## config.mk

```make
export PLATFORM = sky130hd
export DESIGN_NAME = power_event_ctrl
export DESIGN_NICKNAME = d
export VERILOG_FILES = /design/src/pwr_event_pkg.sv /design/src/power_event_ctrl.sv
export SDC_FILE = /design/constraint.sdc
export NUM_CORES = 1
export LEC_CHECK = 0
export BUFFER_PORTS_ARGS = -buffer_cell sky130_fd_sc_hd__buf_2
export CAP_MARGIN = 20
export CORE_ASPECT_RATIO = 0.9
export CORE_UTILIZATION = 30
export CTS_CLUSTER_DIAMETER = 120
export DETAILED_ROUTE_END_ITERATION = 7
export PLACE_DENSITY_LB_ADDON = 0.25
export REMOVE_ABC_BUFFERS = 1
export SLEW_MARGIN = 20
export SYNTH_ARGS = -nofsm -noshare
export SYNTH_HDL_FRONTEND = slang
export SYNTH_SLANG_ARGS = --single-unit
```

## constraint.sdc

```tcl
create_clock -name mclk -period 2.8 [get_ports mclk]
set_input_delay 0.14 -clock mclk [delete_from_list [all_inputs] [get_ports mclk]]
set_output_delay 0.14 -clock mclk [all_outputs]
set_load 0.01 [all_outputs]
```

## src/pwr_event_pkg.sv

```systemverilog
// Constants and types for the power event and performance state controller.
// Assumes a 100 MHz mclk and a classic Wishbone master with 32-bit data.
package pwr_event_pkg;

  // ----------------------------------------------------------------
  // Clock and timing
  // ----------------------------------------------------------------
  localparam int unsigned CLK_HZ = 100_000_000;
  localparam int unsigned CNT_W = 29;
  localparam int unsigned DEBOUNCE_MS = 16;
  localparam int unsigned DEBOUNCE_CYC = DEBOUNCE_MS * (CLK_HZ / 1000);
  localparam int unsigned OVERRIDE_S = 4;
  localparam int unsigned OVERRIDE_CYC = OVERRIDE_S * CLK_HZ;
  localparam int unsigned PERF_HOLD_US = 20;
  localparam int unsigned PERF_HOLD_CYC = PERF_HOLD_US * (CLK_HZ / 1_000_000);
  localparam int unsigned HOLD_W = 12;

  // Throttle period of 1024 cycles split in eight duty steps
  localparam int unsigned THR_W = 10;
  localparam logic [THR_W-1:0] THR_STEP = 10'h080;

  // ----------------------------------------------------------------
  // Register map (byte addresses)
  // ----------------------------------------------------------------
  localparam logic [3:0] ADDR_CTRL = 4'h0;
  localparam logic [3:0] ADDR_STATUS = 4'h4;
  localparam logic [3:0] ADDR_MASK = 4'h8;
  localparam logic [3:0] ADDR_LEVEL = 4'hC;

  // CTRL fields
  localparam int unsigned CTRL_THR_EN = 0;
  localparam int unsigned CTRL_DUTY_LSB = 1;
  localparam int unsigned DUTY_W = 3;
  localparam int unsigned CTRL_PERF_HIGH = 4;
  localparam int unsigned CTRL_SCI_ROUTING_ENABLE = 5;
  localparam int unsigned CTRL_RING_EN = 6;

  // STATUS and MASK fields
  localparam int unsigned EV_W = 4;
  localparam int unsigned EV_BUTTON = 0;
  localparam int unsigned EV_OVERRIDE = 1;
  localparam int unsigned EV_RING_BREAK = 2;
  localparam int unsigned EV_RING_WAKE = 3;
  localparam logic [EV_W-1:0] MASK_RESET = 4'h0;

  // LEVEL fields
  localparam int unsigned LVL_BUTTON = 0;
  localparam int unsigned LVL_PERF = 1;
  localparam int unsigned LVL_MUX = 2;
  localparam int unsigned LVL_PWRGOOD = 3;
  localparam int unsigned LVL_STOPCLK_N = 4;

  localparam logic [31:0] DATA_ZERO = 32'h0000_0000;

  // ----------------------------------------------------------------
  // System sleep state reported by the sleep machine
  // ----------------------------------------------------------------
  typedef enum logic [2:0] {
    ST_S0,
    ST_S1M,
    ST_S3,
    ST_S4,
    ST_S5,
    ST_G3
  } sys_state_t;

endpackage : pwr_event_pkg

```

## src/power_event_ctrl.sv

```systemverilog
// Power button, ring indicate, throttle and performance state control.
// Assumes sysState comes from the sleep machine on mclk; pins are async.
`timescale 1ns/1ps
`default_nettype none

module power_event_ctrl
  import pwr_event_pkg::*;
#(
  parameter logic [CNT_W-1:0] DEBOUNCE_CYCLES = CNT_W'(DEBOUNCE_CYC),
  parameter logic [CNT_W-1:0] OVERRIDE_CYCLES = CNT_W'(OVERRIDE_CYC)
) (
  // Clock and reset
  input wire logic mclk,
  input wire logic sys_rst,
  // Wishbone classic slave
  input wire logic cyc_i,
  input wire logic stb_i,
  input wire logic we_i,
  input wire logic [3:0] adr_i,
  input wire logic [3:0] sel_i,
  input wire logic [31:0] dat_i,
  output logic [31:0] dat_o,
  output logic ack_o,
  // Sleep machine
  input wire sys_state_t sysState,
  // Pins
  input wire logic powerButtonN,
  input wire logic ringIndicateN,
  input wire logic powerOk,
  input wire logic regulatorGood,
  // Processor and regulator side
  output logic stopClockN,
  output logic cpuPerformanceSelect,
  output logic voltageMuxSelect,
  output logic cpuPowerGood,
  // Events to the sleep machine and interrupt logic
  output logic wakeEvent,
  output logic smiEvent,
  output logic sciEvent,
  output logic forceS5,
  output logic irq
);

  // ----------------------------------------------------------------
  // State
  // ----------------------------------------------------------------
  typedef struct packed {
    logic [2:0] btnSync;
    logic btnSamp;
    logic [CNT_W-1:0] dbCnt;
    logic btnDb;
    logic [CNT_W-1:0] ovCnt;
    logic ovDone;
    logic [2:0] riSync;
    logic riLvl;
    logic [2:0] pokSync;
    logic pokLvl;
    logic [2:0] vgSync;
    logic vgLvl;
    logic [THR_W-1:0] thrCnt;
    logic stopClkN;
    logic throttleEnable;
    logic [DUTY_W-1:0] throttleDuty;
    logic perfHigh;
    logic sciRoutingEnable;
    logic ringWakeEnable;
    logic perfSel;
    logic muxSel;
    logic [HOLD_W-1:0] holdCnt;
    logic pwrGood;
    logic [EV_W-1:0] status;
    logic [EV_W-1:0] mask;
    logic ack;
    logic [31:0] rdata;
    logic irqOut;
    logic wake;
    logic smi;
    logic sci;
    logic s5;
  } state_t;

  state_t cur_ff;
  state_t nxt_ff;

  logic [CNT_W-1:0] dbLimit;
  logic [THR_W-1:0] dutyCycles;
  assign dbLimit = DEBOUNCE_CYCLES;
  assign dutyCycles = THR_W'(nxtDutyWidth(cur_ff.throttleDuty));

  function automatic logic [THR_W-1:0] nxtDutyWidth(input logic [DUTY_W-1:0] duty);
    nxtDutyWidth = THR_W'(duty) * THR_STEP;
  endfunction : nxtDutyWidth

  always_comb begin
    logic access;
    logic wrCtrl;
    logic wrMask;
    logic rdStatus;
    logic pressEdge;
    logic riEdge;
    logic asleep;
    logic [EV_W-1:0] evSet;
    logic [EV_W-1:0] nxtStatus;
    access = 1'b0;
    wrCtrl = 1'b0;
    wrMask = 1'b0;
    rdStatus = 1'b0;
    pressEdge = 1'b0;
    riEdge = 1'b0;
    asleep = 1'b0;
    evSet = '0;
    nxtStatus = '0;
    nxt_ff = cur_ff;

    // ----------------------------------------------------------------
    // Input synchronisers
    // ----------------------------------------------------------------
    // Three stages; the sampled level moves only when stages two and three agree
    nxt_ff.btnSync = {cur_ff.btnSync[1:0], ~powerButtonN};
    if (cur_ff.btnSync[1] == cur_ff.btnSync[2]) begin
      nxt_ff.btnSamp = cur_ff.btnSync[2];
    end
    nxt_ff.riSync = {cur_ff.riSync[1:0], ~ringIndicateN};
    if (cur_ff.riSync[1] == cur_ff.riSync[2]) begin
      nxt_ff.riLvl = cur_ff.riSync[2];
    end
    // Power ok and regulator good are async too, same filter
    nxt_ff.pokSync = {cur_ff.pokSync[1:0], powerOk};
    if (cur_ff.pokSync[1] == cur_ff.pokSync[2]) begin
      nxt_ff.pokLvl = cur_ff.pokSync[2];
    end
    nxt_ff.vgSync = {cur_ff.vgSync[1:0], regulatorGood};
    if (cur_ff.vgSync[1] == cur_ff.vgSync[2]) begin
      nxt_ff.vgLvl = cur_ff.vgSync[2];
    end

    // ----------------------------------------------------------------
    // Sleep state decode
    // ----------------------------------------------------------------
    // G3 is neither awake nor asleep, so nothing can wake from it
    case (sysState)
      ST_S1M, ST_S3, ST_S4, ST_S5: begin
        asleep = 1'b1;
      end
      ST_S0, ST_G3: begin
        asleep = 1'b0;
      end
      default: begin
        // Unused codes never raise a wake
        asleep = 1'b0;
      end
    endcase

    // ----------------------------------------------------------------
    // Power button debounce
    // ----------------------------------------------------------------
    // 16 ms stable level
    if (cur_ff.btnSamp == cur_ff.btnDb) begin
      nxt_ff.dbCnt = '0;
    end else if (cur_ff.dbCnt >= dbLimit - CNT_W'(1)) begin
      nxt_ff.dbCnt = '0;
      nxt_ff.btnDb = cur_ff.btnSamp;
    end else begin
      nxt_ff.dbCnt = cur_ff.dbCnt + CNT_W'(1);
    end
    if (sysState == ST_G3) begin
      nxt_ff.btnDb = 1'b0;
      nxt_ff.dbCnt = '0;
    end
    pressEdge = nxt_ff.btnDb && !cur_ff.btnDb;

    // ----------------------------------------------------------------
    // Button events
    // ----------------------------------------------------------------
    nxt_ff.wake = 1'b0;
    nxt_ff.smi = 1'b0;
    nxt_ff.sci = 1'b0;
    nxt_ff.s5 = 1'b0;
    if (pressEdge) begin
      evSet[EV_BUTTON] = 1'b1;
      if (sysState == ST_S0) begin
        nxt_ff.sci = cur_ff.sciRoutingEnable;
        nxt_ff.smi = !cur_ff.sciRoutingEnable;
      end
      if (asleep) begin
        nxt_ff.wake = 1'b1;
      end
    end

    if (!cur_ff.btnDb || sysState != ST_S0) begin
      nxt_ff.ovCnt = '0;
      nxt_ff.ovDone = 1'b0;
    end else if (!cur_ff.ovDone) begin
      // Done flag stops a second pulse while still held
      if (cur_ff.ovCnt >= OVERRIDE_CYCLES - CNT_W'(1)) begin
        nxt_ff.s5 = 1'b1;
        nxt_ff.ovDone = 1'b1;
        evSet[EV_OVERRIDE] = 1'b1;
      end else begin
        nxt_ff.ovCnt = cur_ff.ovCnt + CNT_W'(1);
      end
    end

    // ----------------------------------------------------------------
    // Ring indicate
    // ----------------------------------------------------------------
    // Edge only: a ring held active wakes once
    riEdge = nxt_ff.riLvl && !cur_ff.riLvl;
    if (riEdge) begin
      if (sysState == ST_S0) begin
        evSet[EV_RING_BREAK] = 1'b1;
      end
      if (asleep && cur_ff.ringWakeEnable) begin
        evSet[EV_RING_WAKE] = 1'b1;
        nxt_ff.wake = 1'b1;
      end
    end

    // ----------------------------------------------------------------
    // Throttle
    // ----------------------------------------------------------------
    // Free-running period: a new duty lands mid-period
    nxt_ff.thrCnt = cur_ff.thrCnt + THR_W'(1);
    nxt_ff.stopClkN = !(cur_ff.throttleEnable && (sysState == ST_S0) &&
                        (cur_ff.thrCnt < dutyCycles));

    // ----------------------------------------------------------------
    // Performance state and processor power good
    // ----------------------------------------------------------------
    // Follows software directly
    nxt_ff.perfSel = cur_ff.perfHigh;
    nxt_ff.muxSel = cur_ff.perfHigh;
    // Hold window outlasts the regulator slewing to its new code
    if (cur_ff.perfHigh != cur_ff.perfSel) begin
      nxt_ff.holdCnt = HOLD_W'(PERF_HOLD_CYC);
    end else if (cur_ff.holdCnt != '0) begin
      nxt_ff.holdCnt = cur_ff.holdCnt - HOLD_W'(1);
    end
    if (!cur_ff.pokLvl) begin
      nxt_ff.pwrGood = 1'b0;
    end else if (cur_ff.vgLvl) begin
      nxt_ff.pwrGood = 1'b1;
    end else if (cur_ff.holdCnt == '0 && sysState != ST_S1M &&
                 cur_ff.perfHigh == cur_ff.perfSel) begin
      nxt_ff.pwrGood = 1'b0;
    end

    // ----------------------------------------------------------------
    // Wishbone slave
    // ----------------------------------------------------------------
    // One wait state: ack rises the cycle after the request and drops after
    access = cyc_i && stb_i && !cur_ff.ack;
    nxt_ff.ack = access;
    // Only byte lane zero carries fields, so sel_i[0] gates writes
    wrCtrl = access && we_i && sel_i[0] && (adr_i == ADDR_CTRL);
    wrMask = access && we_i && sel_i[0] && (adr_i == ADDR_MASK);
    rdStatus = access && !we_i && (adr_i == ADDR_STATUS);
    if (wrCtrl) begin
      nxt_ff.throttleEnable = dat_i[CTRL_THR_EN];
      nxt_ff.throttleDuty = dat_i[CTRL_DUTY_LSB +: DUTY_W];
      nxt_ff.perfHigh = dat_i[CTRL_PERF_HIGH];
      nxt_ff.sciRoutingEnable = dat_i[CTRL_SCI_ROUTING_ENABLE];
      nxt_ff.ringWakeEnable = dat_i[CTRL_RING_EN];
    end
    if (wrMask) begin
      nxt_ff.mask = dat_i[EV_W-1:0];
    end
    // Zero outside the ack cycle; unmapped offsets read zero
    nxt_ff.rdata = DATA_ZERO;
    if (access && !we_i) begin
      case (adr_i)
        ADDR_CTRL: begin
          nxt_ff.rdata[CTRL_THR_EN] = cur_ff.throttleEnable;
          nxt_ff.rdata[CTRL_DUTY_LSB +: DUTY_W] = cur_ff.throttleDuty;
          nxt_ff.rdata[CTRL_PERF_HIGH] = cur_ff.perfHigh;
          nxt_ff.rdata[CTRL_SCI_ROUTING_ENABLE] = cur_ff.sciRoutingEnable;
          nxt_ff.rdata[CTRL_RING_EN] = cur_ff.ringWakeEnable;
        end
        ADDR_STATUS: begin
          nxt_ff.rdata[EV_W-1:0] = cur_ff.status;
        end
        ADDR_MASK: begin
          nxt_ff.rdata[EV_W-1:0] = cur_ff.mask;
        end
        ADDR_LEVEL: begin
          nxt_ff.rdata[LVL_BUTTON] = cur_ff.btnDb;
          nxt_ff.rdata[LVL_PERF] = cur_ff.perfSel;
          nxt_ff.rdata[LVL_MUX] = cur_ff.muxSel;
          nxt_ff.rdata[LVL_PWRGOOD] = cur_ff.pwrGood;
          nxt_ff.rdata[LVL_STOPCLK_N] = cur_ff.stopClkN;
        end
        default: begin
          nxt_ff.rdata = DATA_ZERO;
        end
      endcase
    end

    // ----------------------------------------------------------------
    // Sticky status and interrupt
    // ----------------------------------------------------------------
    // Read clears, but an event in the same cycle survives
    for (int i = 0; i < EV_W; i++) begin
      nxtStatus[i] = evSet[i] || (cur_ff.status[i] && !rdStatus);
    end
    nxt_ff.status = nxtStatus;
    nxt_ff.irqOut = |(nxtStatus & nxt_ff.mask);
  end

  always_ff @(posedge mclk) begin
    if (sys_rst) begin
      cur_ff <= '0;
      cur_ff.stopClkN <= 1'b1;
      // Mask clear so no interrupt before software opts in
      cur_ff.mask <= MASK_RESET;
    end else begin
      cur_ff <= nxt_ff;
    end
  end

  // ----------------------------------------------------------------
  // Outputs
  // ----------------------------------------------------------------
  assign dat_o = cur_ff.rdata;
  assign ack_o = cur_ff.ack;
  assign stopClockN = cur_ff.stopClkN;
  assign cpuPerformanceSelect = cur_ff.perfSel;
  assign voltageMuxSelect = cur_ff.muxSel;
  assign cpuPowerGood = cur_ff.pwrGood;
  assign wakeEvent = cur_ff.wake;
  assign smiEvent = cur_ff.smi;
  assign sciEvent = cur_ff.sci;
  assign forceS5 = cur_ff.s5;
  assign irq = cur_ff.irqOut;

endmodule : power_event_ctrl

`default_nettype wire

```

==> impl_metrics.ini <==
[power_and_ir_drop]
p_sw_frac = 0.238
combPwrFrac = 0.099
p_switching_uw = 1060
p_leak_uw = 0.00243
vdd_drop_max_mv = 0.402
internal-power_uw = 3410
power_density_nw_per_um2 = 679
clkPwrFrac = 0.459
p_seq_frac = 0.441

[place]
port_buffers = 40
place_hpwl_mm = 8.48
routabilityCongestion = 0.828

[logic_synthesis]
synth_edf_count = 0
yosysUniqueCellTypes = 55
yosysSeqAreaShare = 0.459
synth_seq_cells = 129
netlist.area_leader.share = 0.459
synth_cells = 620
synthesis.area_um2 = 5630
synthDominantAreaCellType = dfxtp_1
synth_area_per_cell_um2 = 9.08
ys.flop_type = dfxtp_1
yosysWarnings = 0
synth.area.top_cells = dfxtp_1 46%, nor2_1 5.3%, buf_4 4.4%
synthArstFlopShare = 0

[detailed_routing]
drtAntennaViolNets = 0
drt_wl_total_mm = 11.9
drc = 0
dr.pass1.iters = 6
vias = 4315
wl_per_cell_um = 12.9
viasPerCell = 4.65
drt_iter0_markers = 189

[hold_path]
hold_class = input port to flip-flop

[timing]
worstMarginPinSlew_ns = 0.816
post-route-period-util = 0.817
slew_viol_final = 0
skew_ns = 0.00777
hold_viol_final = 0
finalSetupViolCount = 0
grt_setup_unrepaired = no
min_period_ns = 2.29
setup_tns_ns = 0
maxSlewHeadroom = 0.452
max_freq_mhz = 437

[cts]
insertion_delay_ns = 0.41
clk_pin_slew_ns = 0.05
tritoncts = built
cts.path.max_buffers = 2
clock_sinks = 129
cts_buffers = 17
cts.htree.levels = 4
cts_setup_buffers = 0
root_buffer = clkbuf_16

[critical_path]
path_class = flip-flop to flip-flop
crit_required_ns = 3.15
cp_slowest_cell = or4_1
crit_chain = nand4_2 > or2_1 > or4_1 > or4_1 > a21oi_1
cp_max_fo = 12
critPathCaptureType = flip-flop
worst_setup_path_start_kind = flip-flop
path_common_cell = or4_1
max_stage_delay_ns = 0.63
crit_arrival_ns = 2.63

[floorplanning]
die_h_um = 132
ios = 94
start_util = 0.306
core_um2 = 18400
dieArea_um2 = 19300
row_count = 47
die_w_um = 146

[final_layout]
area_growth_pct = 17.0
largest_reg_flops = 113
diodes = 0
seq_area_um2 = 2580
multi_input_area_um2 = 2780
nFillCells = 1856
top_register = cur_ff
drive_gt1_frac = 0.126
nets = 729
finalCoreUtilization = 0.358

[global_route]
grt_pass1_vias = 4112
overflow = 0
grt_max_degree = 39
grt_pass1_wl_mm = 20.0
grt.total_usage = 0.130
grt_antenna_before_repair = 0

[run]
drv_cap = 0

[status]
status = finished, final reports clean
## kinds of logic (layout without fill, tap and decap cells)
kind of cell | count (synthesis) | count (layout) | synth area share
compound gates | 78 | 78 | 0.0858
xor+xnor | 46 | 46 | 0.0716
fa+ha+maj | 6 | 6 | 0.0133
buf+inv | 66 | 97 | 0.0687
flops | 129 | 129 | 0.459
mux | 17 | 17 | 0.0391
other cells | 1 | 33 | 0.000666
simple gates | 277 | 277 | 0.262
## placed cells by master (no fill, tap or decap), types with 10 or more instances in the layout
master / n
a21oi_1: 29
and3_1: 12
buf_2: 40
clkbuf_16: 17
conb_1: 33
dfxtp_1: 129
inv_1: 13
mux2i_1: 13
nand2_1: 40
nand3_1: 34
nor2_1: 80
nor2b_1: 18
nor3_1: 14
o21ai_0: 16
or3_1: 13
or4_1: 10
xnor2_1: 23
xor2_1: 23
## synthesized netlist by cell type (all sizes together) (11+ instances only)
| library cell | count |
|---|---|
| nor3 | 14 |
| nand3 | 35 |
| dfxtp | 129 |
| or3 | 13 |
| nor2b | 18 |
| nor2 | 80 |
| xor2 | 23 |
| inv | 13 |
| mux2i | 13 |
| xnor2 | 23 |
| o21ai | 18 |
| buf | 35 |
| and3 | 12 |
| nand4 | 11 |
| a21oi | 29 |
| nand2 | 40 |
| clkbuf | 18 |
## stage by stage
stage | hold WS (ns) | worst slack, ns | power (µW) | std cells | instance area (µm²)
3_5_place_dp | 0.309 | 0.524 | 2440 | 888 | 5950
2_1_floorplan | 0.207 | 0.758 | 2320 | 599 | 5410
5_1_grt | 0.0133 | 0.378 | 4680 | 928 | 6590
6_report | 0.0162 | 0.512 | 4470 | 928 | 6590
3_3_place_gp | 0.306 | 0.571 | 2420 | 888 | 5950
4_1_cts | 0.00465 | 0.506 | 4530 | 928 | 6590
## worst paths after layout
check	from	cells past startpoint	slack, ns	endpoint
worst max-delay path	cur_ff[95]	5	0.51	cur_ff[118]
worst min-delay path	dat_i[5]	3	0.02	cur_ff[62]
worst max register to register	cur_ff[95]	5	0.51	cur_ff[118]
worst min register to register	cur_ff[84]	1	0.43	cur_ff[85]
## worst max-delay path, delay by kind of cell, from the launching register on
kind	cells	cell delay (ns)
AO/OA/AOI/OAI	1	0.14
flip-flops	1	0.42
AND/OR/NAND/NOR	4	1.66
## power by group through the flow
stage          clock network (µW)  registers (µW)  logic, µW
2_1_floorplan                   0            2000        318
3_3_place_gp                    0            2010        417
3_5_place_dp                    0            2010        431
4_1_cts                      2110            1970        444
5_1_grt                      2200            1980        505
6_report                     2050            1970        444
## routing by layer
layer  wire length (µm)  track usage
met1               5840        0.171
met2               5370        0.200
met3                497       0.0308
met4                218       0.0648
met5                  0            0
## layout make-up
type / count / share of cell area
sequential: 129 / 0.392
clock buffer: 25 / 0.0752
tap: 245 / 0.0465
clock inverter: 6 / 0.00836
multi-input combinational: 457 / 0.422
inverter: 13 / 0.00741
timing repair buffer: 53 / 0.0486
## timing repair
| item | in CTS | in global routing |
|---|---|---|
| hold buffers | 9 | 0 |
| setup endpoints to repair | 0 | 0 |
| gates resized for setup | 0 | 0 |
| endpoints found under the hold margin | 9 | 0 |
(Power assumes the default switching activity.)
